===== config.mk =====
export PLATFORM = sky130hd
export DESIGN_NAME = dflash_command_sequencer
export DESIGN_NICKNAME = d
export VERILOG_FILES = /design/src/core/dflash_pkg.sv /design/src/core/cmd_word_mem.sv /design/src/core/dflash_command_sequencer.sv
export VERILOG_INCLUDE_DIRS = /design/src /design/src/core
export SDC_FILE = /design/constraint.sdc
export NUM_CORES = 1
export LEC_CHECK = 0
export BUFFER_PORTS_ARGS = -buffer_cell sky130_fd_sc_hd__buf_2
export CAP_MARGIN = 25
export CORE_MARGIN = 10
export CORE_UTILIZATION = 44
export DETAILED_ROUTE_END_ITERATION = 12
export GPL_TIMING_DRIVEN = 0
export PLACE_DENSITY_LB_ADDON = 0.12
export SETUP_SLACK_MARGIN = 0.2
export SLEW_MARGIN = 20
export SYNTH_ARGS = -nofsm -noshare
export SYNTH_HDL_FRONTEND = slang
export SYNTH_HIERARCHICAL = 1
export SYNTH_SLANG_ARGS = --single-unit

===== constraint.sdc =====
create_clock -name clk_i -period 4.3 [get_ports clk_i]
set_input_delay 0.215 -clock clk_i [delete_from_list [all_inputs] [get_ports clk_i]]
set_output_delay 0.215 -clock clk_i [all_outputs]
set_load 0.1 [all_outputs]

===== src/core/dflash_map.svh =====
// Register offsets, field positions, reset values and command constants.
`ifndef DFLASH_MAP_SVH
`define DFLASH_MAP_SVH
`define REG_STAT 4'h0
`define REG_INDEX 4'h1
`define REG_OBJECT 4'h2
`define REG_CFG 4'h3
`define REG_PROT 4'h4
`define REG_MARGIN 4'h5
`define REG_IRQ_STAT 4'h6
`define REG_IRQ_MASK 4'h7
`define STAT_COMMAND_COMPLETE_FLAG 7
`define STAT_ACC 5
`define STAT_FPV 4
`define STAT_VS1 1
`define STAT_VS0 0
`define CFG_SPECIAL 0
`define CFG_SECURE 1
`define IRQ_DONE 0
`define IRQ_ACC 1
`define IRQ_FPV 2
`define CFG_RST 2'h0
`define PROT_RST 16'hFFFF
`define MASK_RST 3'h0
`define MARGIN_RST 3'h0
`define CMD_FMARGIN 8'h0E
`define CMD_SEVERIFY 8'h10
`define CMD_PROGRAM 8'h11
`define CMD_ERASE 8'h12
`define IDX_FMARGIN 3'h1
`define IDX_SEVERIFY 3'h2
`define IDX_PROG_MIN 3'h2
`define IDX_PROG_MAX 3'h5
`define IDX_ERASE 3'h1
`define IDX_DATA0 3'h2
`define DF_BLK 2'h0
`define PF_BLK 2'h3
`define DF_BYTES 17'h01000
`define SECTOR_MASK 16'hFF00
`define SECTOR_BYTES 17'h00100
`define SECTOR_WORDS 16'h0080
`define MARGIN_MAX 16'h0004
`define ERASED_WORD 16'hFFFF
`endif


===== src/core/dflash_pkg.sv =====
// Types shared by the command sequencer and its testbench.
package dflash_pkg;
    typedef enum {
        S_IDLE, S_FETCH, S_CHECK, S_PREP, S_PROG, S_ERASE, S_VREAD, S_DONE
    } state_t;
    typedef enum logic [1:0] {
        OP_READ, OP_PROG, OP_ERASE
    } arr_op_t;
    typedef struct packed {
        logic valid;
        arr_op_t op;
        logic [17:0] addr;
        logic [15:0] wdata;
    } arr_cmd_t;
    typedef struct packed {
        logic ack;
        logic [15:0] rdata;
        logic sbe;
        logic ded;
    } arr_rsp_t;
endpackage


===== src/core/cmd_word_mem.sv =====
// Indexed command object word store with registered read data.
`timescale 1ns/1ps
module cmd_word_mem
(
    // Clock, reset and clock enable.
    input wire logic clk_i,
    input wire logic rst_n_i,
    input wire logic ce_i,
    // Write port.
    input wire logic wr_i,
    input wire logic [2:0] waddr_i,
    input wire logic [15:0] wdata_i,
    // Read port.
    input wire logic [2:0] raddr_i,
    output logic [15:0] rdata_o
);
    logic [15:0] mem_q [0:7];

    always_ff @(posedge clk_i)
    begin
        if (ce_i && wr_i)
        begin
            mem_q[waddr_i] <= wdata_i;
        end
    end

    always_ff @(posedge clk_i or negedge rst_n_i)
    begin
        if (!rst_n_i)
        begin
            rdata_o <= 16'h0000;
        end
        else if (ce_i)
        begin
            rdata_o <= mem_q[raddr_i];
        end
    end
endmodule


===== src/core/dflash_command_sequencer.sv =====
// Data flash command sequencer with register port and array handshake.
//
// Function
// - Field margin command sets margin, special mode only.
// - Field margin: index, block, level errors; access_error_flag only.
// - Unavailable command raises access_error_flag and does not run.
// - Section verify checks erased range, then sets complete.
// - Section verify needs command index two at launch.
// - Section verify: bad, odd or overrunning range errs.
// - Section verify read errors set verify status bits.
// - Program word count from index, then verify them.
// - Program index outside two to five raises access_error_flag.
// - Program: bad, odd or overrunning address errs.
// - Protected program area sets protection flag, no write.
// - Program and erase verify set verify status bits.
// - Sector erase erases, verifies, completes; index one.
// - Sector erase: bad or odd address, protection flag.
`timescale 1ns/1ps
`include "dflash_map.svh"
module dflash_command_sequencer
(
    // Clock, reset and clock enable.
    input wire logic clk_i,
    input wire logic rst_n_i,
    input wire logic ce_i,
    // Register port.
    input wire logic [3:0] reg_addr_i,
    input wire logic [15:0] reg_wdata_i,
    input wire logic reg_wr_i,
    input wire logic reg_rd_i,
    output logic [15:0] reg_rdata_o,
    // Interrupt.
    output logic irq_o,
    // Flash array handshake.
    output dflash_pkg::arr_cmd_t arr_cmd_o,
    input wire dflash_pkg::arr_rsp_t arr_rsp_i,
    // Read margin levels.
    output logic [2:0] df_margin_o,
    output logic [2:0] pf_margin_o
);
    import dflash_pkg::*;

    state_t state_q;
    logic [2:0] idx_q;
    logic [1:0] cfg_q;
    logic [15:0] prot_q;
    logic [2:0] mask_q;
    logic [2:0] irq_stat_q;
    logic command_complete_flag_q;
    logic access_error_flag_q;
    logic protection_violation_flag_q;
    logic vs1_q;
    logic vs0_q;
    logic [15:0] w_q [0:2];
    logic [1:0] fcnt_q;
    logic [15:0] addr_q;
    logic [15:0] base_q;
    logic [15:0] left_q;
    logic [1:0] widx_q;
    logic vfy_q;
    logic [15:0] mem_rdata;
    logic [2:0] mem_raddr;
    logic wr_stat;
    logic launch;
    logic [7:0] cmd;
    logic [1:0] blk;
    logic [15:0] a16;
    logic [2:0] nprog;
    logic ok_addr;
    logic chk_acc;
    logic prot_c;
    logic vrd_ack;
    logic [15:0] expect_w;
    logic set_vs1;
    logic set_vs0;
    logic [2:0] irq_set;
    logic [15:0] rd_mux;

    ////////////////////////////////////////////////////////////////////////
    // Range and protection arithmetic.

    function automatic logic fits(input logic [15:0] a,
                                  input logic [16:0] nbytes);
        return ({2'h0, a} + {1'h0, nbytes}) <= {1'h0, `DF_BYTES};
    endfunction

    function automatic logic prot_hit(input logic [15:0] a,
                                      input logic [16:0] nbytes,
                                      input logic [15:0] start);
        return ({2'h0, a} + {1'h0, nbytes}) > {2'h0, start};
    endfunction

    ////////////////////////////////////////////////////////////////////////
    // Command word store.

    assign mem_raddr = (state_q == S_FETCH) ? {1'b0, fcnt_q}
                                            : (`IDX_DATA0 + {1'b0, widx_q});

    cmd_word_mem u_words (
        .clk_i(clk_i),
        .rst_n_i(rst_n_i),
        .ce_i(ce_i),
        .wr_i(reg_wr_i && reg_addr_i == `REG_OBJECT && command_complete_flag_q),
        .waddr_i(idx_q),
        .wdata_i(reg_wdata_i),
        .raddr_i(mem_raddr),
        .rdata_o(mem_rdata)
    );

    ////////////////////////////////////////////////////////////////////////
    // Launch and parameter checks.

    assign wr_stat = reg_wr_i && reg_addr_i == `REG_STAT;
    assign launch = wr_stat && reg_wdata_i[`STAT_COMMAND_COMPLETE_FLAG] && command_complete_flag_q &&
                    !(access_error_flag_q && !reg_wdata_i[`STAT_ACC]) &&
                    !(protection_violation_flag_q && !reg_wdata_i[`STAT_FPV]);
    assign cmd = w_q[0][15:8];
    assign blk = w_q[0][1:0];
    assign a16 = w_q[1];
    assign nprog = idx_q - 3'h1;
    assign ok_addr = blk == `DF_BLK && {1'b0, a16} < `DF_BYTES;

    always_comb
    begin
        chk_acc = 1'b0;
        prot_c = 1'b0;
        unique case (cmd)
            `CMD_FMARGIN:
            begin
                chk_acc = !cfg_q[`CFG_SPECIAL] || idx_q != `IDX_FMARGIN ||
                          !(blk == `DF_BLK || blk == `PF_BLK) ||
                          a16 > `MARGIN_MAX;
            end
            `CMD_SEVERIFY:
            begin
                chk_acc = cfg_q[`CFG_SECURE] || idx_q != `IDX_SEVERIFY ||
                          !ok_addr || a16[0] || w_q[2] == 16'h0000 ||
                          !fits(a16, {w_q[2], 1'b0});
            end
            `CMD_PROGRAM:
            begin
                chk_acc = cfg_q[`CFG_SECURE] || idx_q < `IDX_PROG_MIN ||
                          idx_q > `IDX_PROG_MAX || !ok_addr || a16[0] ||
                          !fits(a16, {13'h0000, nprog, 1'b0});
                prot_c = prot_hit(a16, {13'h0000, nprog, 1'b0},
                                  prot_q);
            end
            `CMD_ERASE:
            begin
                chk_acc = cfg_q[`CFG_SECURE] || idx_q != `IDX_ERASE ||
                          !ok_addr || a16[0];
                prot_c = prot_hit(a16 & `SECTOR_MASK, `SECTOR_BYTES,
                                  prot_q);
            end
            default:
            begin
                chk_acc = 1'b1;
            end
        endcase
    end

    ////////////////////////////////////////////////////////////////////////
    // Sequencer.

    always_ff @(posedge clk_i or negedge rst_n_i)
    begin
        if (!rst_n_i)
        begin
            state_q <= S_IDLE;
            fcnt_q <= 2'h0;
            w_q[0] <= 16'h0000;
            w_q[1] <= 16'h0000;
            w_q[2] <= 16'h0000;
            addr_q <= 16'h0000;
            base_q <= 16'h0000;
            left_q <= 16'h0000;
            widx_q <= 2'h0;
            vfy_q <= 1'b0;
        end
        else if (ce_i)
        begin
            unique case (state_q)
                S_IDLE:
                begin
                    fcnt_q <= 2'h0;
                    widx_q <= 2'h0;
                    vfy_q <= 1'b0;
                    if (launch)
                    begin
                        state_q <= S_FETCH;
                    end
                end
                S_FETCH:
                begin
                    fcnt_q <= fcnt_q + 2'h1;
                    if (fcnt_q != 2'h0)
                    begin
                        w_q[fcnt_q - 2'h1] <= mem_rdata;
                    end
                    if (fcnt_q == 2'h3)
                    begin
                        state_q <= S_CHECK;
                    end
                end
                S_CHECK:
                begin
                    addr_q <= a16;
                    base_q <= a16;
                    left_q <= w_q[2];
                    if (chk_acc || prot_c || cmd == `CMD_FMARGIN)
                    begin
                        state_q <= S_DONE;
                    end
                    else if (cmd == `CMD_SEVERIFY)
                    begin
                        state_q <= S_VREAD;
                    end
                    else if (cmd == `CMD_PROGRAM)
                    begin
                        state_q <= S_PREP;
                    end
                    else
                    begin
                        addr_q <= a16 & `SECTOR_MASK;
                        state_q <= S_ERASE;
                    end
                end
                S_PREP:
                begin
                    state_q <= vfy_q ? S_VREAD : S_PROG;
                end
                S_PROG:
                begin
                    if (arr_rsp_i.ack)
                    begin
                        state_q <= S_PREP;
                        if ({1'b0, widx_q} == nprog - 3'h1)
                        begin
                            widx_q <= 2'h0;
                            addr_q <= base_q;
                            vfy_q <= 1'b1;
                        end
                        else
                        begin
                            widx_q <= widx_q + 2'h1;
                            addr_q <= addr_q + 16'h0002;
                        end
                    end
                end
                S_ERASE:
                begin
                    if (arr_rsp_i.ack)
                    begin
                        left_q <= `SECTOR_WORDS;
                        state_q <= S_VREAD;
                    end
                end
                S_VREAD:
                begin
                    if (arr_rsp_i.ack)
                    begin
                        addr_q <= addr_q + 16'h0002;
                        if (vfy_q)
                        begin
                            widx_q <= widx_q + 2'h1;
                            state_q <= ({1'b0, widx_q} == nprog - 3'h1) ?
                                       S_DONE : S_PREP;
                        end
                        else
                        begin
                            left_q <= left_q - 16'h0001;
                            if (left_q == 16'h0001)
                            begin
                                state_q <= S_DONE;
                            end
                        end
                    end
                end
                S_DONE:
                begin
                    state_q <= S_IDLE;
                end
            endcase
        end
    end

    always_ff @(posedge clk_i or negedge rst_n_i)
    begin
        if (!rst_n_i)
        begin
            arr_cmd_o <= '0;
        end
        else if (ce_i)
        begin
            arr_cmd_o.valid <= (state_q == S_PROG || state_q == S_ERASE ||
                                state_q == S_VREAD) && !arr_rsp_i.ack;
            arr_cmd_o.op <= (state_q == S_PROG) ? OP_PROG :
                            (state_q == S_ERASE) ? OP_ERASE : OP_READ;
            arr_cmd_o.addr <= {blk, addr_q};
            arr_cmd_o.wdata <= mem_rdata;
        end
    end

    ////////////////////////////////////////////////////////////////////////
    // Status flags.

    assign vrd_ack = state_q == S_VREAD && arr_rsp_i.ack;
    assign expect_w = vfy_q ? mem_rdata : `ERASED_WORD;
    assign set_vs1 = vrd_ack && (arr_rsp_i.rdata != expect_w ||
                     arr_rsp_i.sbe || arr_rsp_i.ded);
    assign set_vs0 = vrd_ack && arr_rsp_i.ded;

    always_ff @(posedge clk_i or negedge rst_n_i)
    begin
        if (!rst_n_i)
        begin
            command_complete_flag_q <= 1'b1;
            access_error_flag_q <= 1'b0;
            protection_violation_flag_q <= 1'b0;
            vs1_q <= 1'b0;
            vs0_q <= 1'b0;
        end
        else if (ce_i)
        begin
            if (launch)
            begin
                command_complete_flag_q <= 1'b0;
            end
            else if (state_q == S_DONE)
            begin
                command_complete_flag_q <= 1'b1;
            end
            if (state_q == S_CHECK && chk_acc)
            begin
                access_error_flag_q <= 1'b1;
            end
            else if (wr_stat && reg_wdata_i[`STAT_ACC])
            begin
                access_error_flag_q <= 1'b0;
            end
            if (state_q == S_CHECK && !chk_acc && prot_c)
            begin
                protection_violation_flag_q <= 1'b1;
            end
            else if (wr_stat && reg_wdata_i[`STAT_FPV])
            begin
                protection_violation_flag_q <= 1'b0;
            end
            if (set_vs1)
            begin
                vs1_q <= 1'b1;
            end
            else if (launch)
            begin
                vs1_q <= 1'b0;
            end
            if (set_vs0)
            begin
                vs0_q <= 1'b1;
            end
            else if (launch)
            begin
                vs0_q <= 1'b0;
            end
        end
    end

    always_ff @(posedge clk_i or negedge rst_n_i)
    begin
        if (!rst_n_i)
        begin
            df_margin_o <= `MARGIN_RST;
            pf_margin_o <= `MARGIN_RST;
        end
        else if (ce_i && state_q == S_CHECK && !chk_acc &&
                 cmd == `CMD_FMARGIN)
        begin
            if (blk == `DF_BLK)
            begin
                df_margin_o <= a16[2:0];
            end
            else
            begin
                pf_margin_o <= a16[2:0];
            end
        end
    end

    ////////////////////////////////////////////////////////////////////////
    // Software registers, interrupt and read port.

    always_ff @(posedge clk_i or negedge rst_n_i)
    begin
        if (!rst_n_i)
        begin
            idx_q <= 3'h0;
            cfg_q <= `CFG_RST;
            prot_q <= `PROT_RST;
            mask_q <= `MASK_RST;
        end
        else if (ce_i && reg_wr_i)
        begin
            if (reg_addr_i == `REG_INDEX && command_complete_flag_q)
            begin
                idx_q <= reg_wdata_i[2:0];
            end
            if (reg_addr_i == `REG_CFG)
            begin
                cfg_q <= reg_wdata_i[1:0];
            end
            if (reg_addr_i == `REG_PROT)
            begin
                prot_q <= reg_wdata_i;
            end
            if (reg_addr_i == `REG_IRQ_MASK)
            begin
                mask_q <= reg_wdata_i[2:0];
            end
        end
    end

    assign irq_set = {state_q == S_CHECK && !chk_acc && prot_c,
                      state_q == S_CHECK && chk_acc, state_q == S_DONE};

    always_ff @(posedge clk_i or negedge rst_n_i)
    begin
        if (!rst_n_i)
        begin
            irq_stat_q <= 3'h0;
            irq_o <= 1'b0;
        end
        else if (ce_i)
        begin
            irq_stat_q <= irq_set | (irq_stat_q &
                ~((reg_wr_i && reg_addr_i == `REG_IRQ_STAT) ?
                  reg_wdata_i[2:0] : 3'h0));
            irq_o <= |(irq_stat_q & mask_q);
        end
    end

    always_comb
    begin
        rd_mux = 16'h0000;
        unique case (reg_addr_i)
            `REG_STAT:
            begin
                rd_mux[`STAT_COMMAND_COMPLETE_FLAG] = command_complete_flag_q;
                rd_mux[`STAT_ACC] = access_error_flag_q;
                rd_mux[`STAT_FPV] = protection_violation_flag_q;
                rd_mux[`STAT_VS1] = vs1_q;
                rd_mux[`STAT_VS0] = vs0_q;
            end
            `REG_INDEX: rd_mux = {13'h0000, idx_q};
            `REG_CFG: rd_mux = {14'h0000, cfg_q};
            `REG_PROT: rd_mux = prot_q;
            `REG_MARGIN: rd_mux = {10'h000, pf_margin_o, df_margin_o};
            `REG_IRQ_STAT: rd_mux = {13'h0000, irq_stat_q};
            `REG_IRQ_MASK: rd_mux = {13'h0000, mask_q};
            default: rd_mux = 16'h0000;
        endcase
    end

    always_ff @(posedge clk_i or negedge rst_n_i)
    begin
        if (!rst_n_i)
        begin
            reg_rdata_o <= 16'h0000;
        end
        else if (ce_i)
        begin
            reg_rdata_o <= reg_rd_i ? rd_mux : 16'h0000;
        end
    end
endmodule


==> results.json <==
{
  "finClkSkew_ns": 0.03767,
  "clkSinkCount": 334,
  "power_uw": 7400,
  "synth_enable_flop_cells": 128,
  "final.min_clock_period_ns": 3.959,
  "ys_ff_latch": 334,
  "rsz0062_at_grt": "false",
  "netlist.area_leader.share_pct": 27.62,
  "slew_viol_final": 0,
  "drc": 0,
  "ys_warn_count": 6,
  "clock_latency_ns": 0.58,
  "fin_hold_ws_ns": 0.02714,
  "ys_top_cells_by_area": "dfrtp_1 28%, edfxtp_1 22%, mux2_2 5.5%",
  "nFillCells": 3579,
  "netlist_instances": 1547,
  "tns_ns": 0,
  "top_register": "u_words/mem_q",
  "slew_headroom_pct": 29.65,
  "synth_commonest_cells": "189 x dfrtp_1, 148 x nand2_1, 128 x edfxtp_1",
  "detail_route.wl_per_cell_um": 22.76,
  "critPathArrivalTime_ns": 4.41,
  "die_w_um": 217.3,
  "antenna_left": 0,
  "place_ws_ns": -0.2382,
  "power_density_nw_per_um2": 372.4,
  "clk_pin_slew_worst_paths_ns": 0.06,
  "cts_buffers": 39,
  "synth.largest_area_cell": "dfrtp_1",
  "p_leak_uw": 0.008274,
  "swShare_pct": 25.93,
  "period_share_pct": 92.08,
  "first_iter_violations": 951,
  "clockBufferDepth": 3,
  "clkPwrFrac_pct": 44.4,
  "start_util_pct": 44.42,
  "vias_per_cell": 5.725,
  "top_regs": "u_words/mem_q x128, arr_cmd_o x37",
  "drt_first_pass_iters": 7,
  "syn_avg_cell_area_sq_um": 11.07,
  "worstPathMaxFanout": 5,
  "place_inst": 2177,
  "switchingPower_uw": 1919,
  "synthesis.area_sq_um": 17130,
  "async_reset_ff_share_pct": 61.68,
  "setup_viol": 0,
  "grt_pass1_vias": 12860,
  "vdd_drop_max_mv": 0.4162,
  "diodes": 0,
  "max_cap_viol_count": 0,
  "core_area_sq_um": 38560,
  "crit_required_ns": 4.75,
  "io_pins": 104,
  "seqPwrFrac_pct": 47.3,
  "antenna_found_initial": 1,
  "p_comb_share_pct": 8.3,
  "wl_mm": 51.41,
  "final_cells": 2259,
  "vias": 12930,
  "num_rows": 72,
  "start_kind": "register",
  "grt_pass1_wl_mm": 78.56,
  "largest_reg_flops": 128,
  "die_area_sq_um": 47210,
  "grt_util_all_layers_pct": 21.44,
  "syn_nets": 1649,
  "synth_most_common_cell": "dfrtp_1",
  "areaGrowthSynthToFinish_pct": 16.04,
  "status": "complete, no violations",
  "grt_max_degree": 95,
  "hold_violations": 0,
  "cts_tree": "yes",
  "port_buffers": 100,
  "cts-root-buf": "clkbuf_16",
  "clock.fmax_ghz": 0.2526,
  "synth_cell_types": 84,
  "dpl.hpwl_mm": 37.46,
  "synthFlopType": "dfrtp_1",
  "drive_above_1_share_pct": 19.13,
  "cell_internal_pwr_uw": 5481,
  "die_h_um": 217.3,
  "worst_pin_slew_ns": 1.053,
  "gp_congestion": 0.9012,
  "final_nets": 1812,
  "worst_slack_ns": 0.3407,
  "overflow": 0,
  "crit_type": "reg2reg",
  "synth.yosys.seq_area_share_pct": 52.67,
  "worst_setup_path_end_kind": "register",
  "h-tree-depth": 2,
  "min_path_type": "in2reg"
}
-- power groups by stage --
stage,registers (uW),logic (uW),clock network (uW)
finish,3500,616,3290
global route,3510,671,3480
CTS,3500,623,3360
detailed placement,3560,615,0
global placement,3560,601,0
floorplan,3690,235,0
-- routing by layer --
layer	track usage (%)	up-vias	routed length, um
met5	0	-	12
met4	6.502	2	1134
met3	3.218	72	2625
met2	34.85	395	24410
met1	29.08	6390	23230
li1	-	6073	-
-- layout by cell type (no fill, tap or decap), drive strengths merged, types with 10 or more instances in the layout --
cell / instances
nor2b: 44
mux2i: 58
buf: 133
a211o: 23
nor3: 26
o22ai: 16
ha: 56
and3: 17
nor4: 17
a41o: 18
xnor2: 17
mux2: 90
a21oi: 62
a31oi: 17
nand2b: 10
clkinv: 15
dfstp: 17
o211ai: 14
a22oi: 27
nor2: 76
edfxtp: 128
xor2: 17
dfrtp: 189
nand3: 37
nand2: 148
inv: 79
o21ai: 105
clkbuf: 113
-- worst max-delay path, stage by stage, from the launching register on --
cell and delay [ns]:
dfrtp_2 0.40, inv_1 0.16, ha_1 0.32, fa_1 0.46, nor2b_2 0.24, nor2_1 0.11, or3_1 0.37, xnor2_1 0.15
ha_1 0.33, nand3_1 0.10, nor3_1 0.29, and4_1 0.23, o21ai_0 0.17, a31o_2 0.32, a31o_1 0.22
-- timing repair --
action,CTS,global route
buffers inserted,3,0
gates cloned,0,0
hold buffers,7,0
setup endpoints to repair,12,2
pin swaps,1,0
endpoints found under the hold margin,151,0
resized for setup,6,4
-- cell families after synthesis --
kind of cell    Yosys count  share of synthesized area (%)
xor+xnor                 34                          1.739
buf+inv                 157                          3.858
fa+ha+maj                58                          4.325
simple gates            444                          13.31
mux                     148                          9.374
compound gates          372                          14.72
flops                   334                          52.67
-- final timing paths --
kind / to / slack, ns / from / cells after the start
worst max register to register: irq_stat_q[2] / 0.34 / idx_q[0] / 14
max in group asynchronous: prot_q[11] / 3.30 / rst_n_i / 3
worst max-delay path: irq_stat_q[2] / 0.34 / idx_q[0] / 14
worst min-delay path: u_words/mem_q[1][10] / 0.03 / reg_wdata_i[10] / 1
worst min register to register: base_q[14] / 0.48 / base_q[14] / 2
min in group asynchronous: left_q[8] / 0.14 / rst_n_i / 2
-- area by class of cell --
| cell class | count | area (sq um) | area share, % |
|---|---|---|---|
| Multi-Input combinational cell | 1056 | 7500 | 37.74 |
| Tap cell | 518 | 648.1 | 3.262 |
| Clock inverter | 22 | 220.2 | 1.108 |
| Timing Repair Buffer | 122 | 759.5 | 3.822 |
| Clock buffer | 50 | 1057 | 5.320 |
| Buffer | 81 | 376.6 | 1.895 |
| Inverter | 76 | 285.3 | 1.436 |
| Sequential cell | 334 | 9025 | 45.42 |
-- metrics by stage --
step / area, sq um / utilization, %
6_report: 19870 / 51.54
3_3_place_gp: 18270 / 47.39
4_1_cts: 19870 / 51.53
3_5_place_dp: 18470 / 47.91
5_1_grt: 19870 / 51.54
2_1_floorplan: 17130 / -
Power figures use the tool's default switching activity.
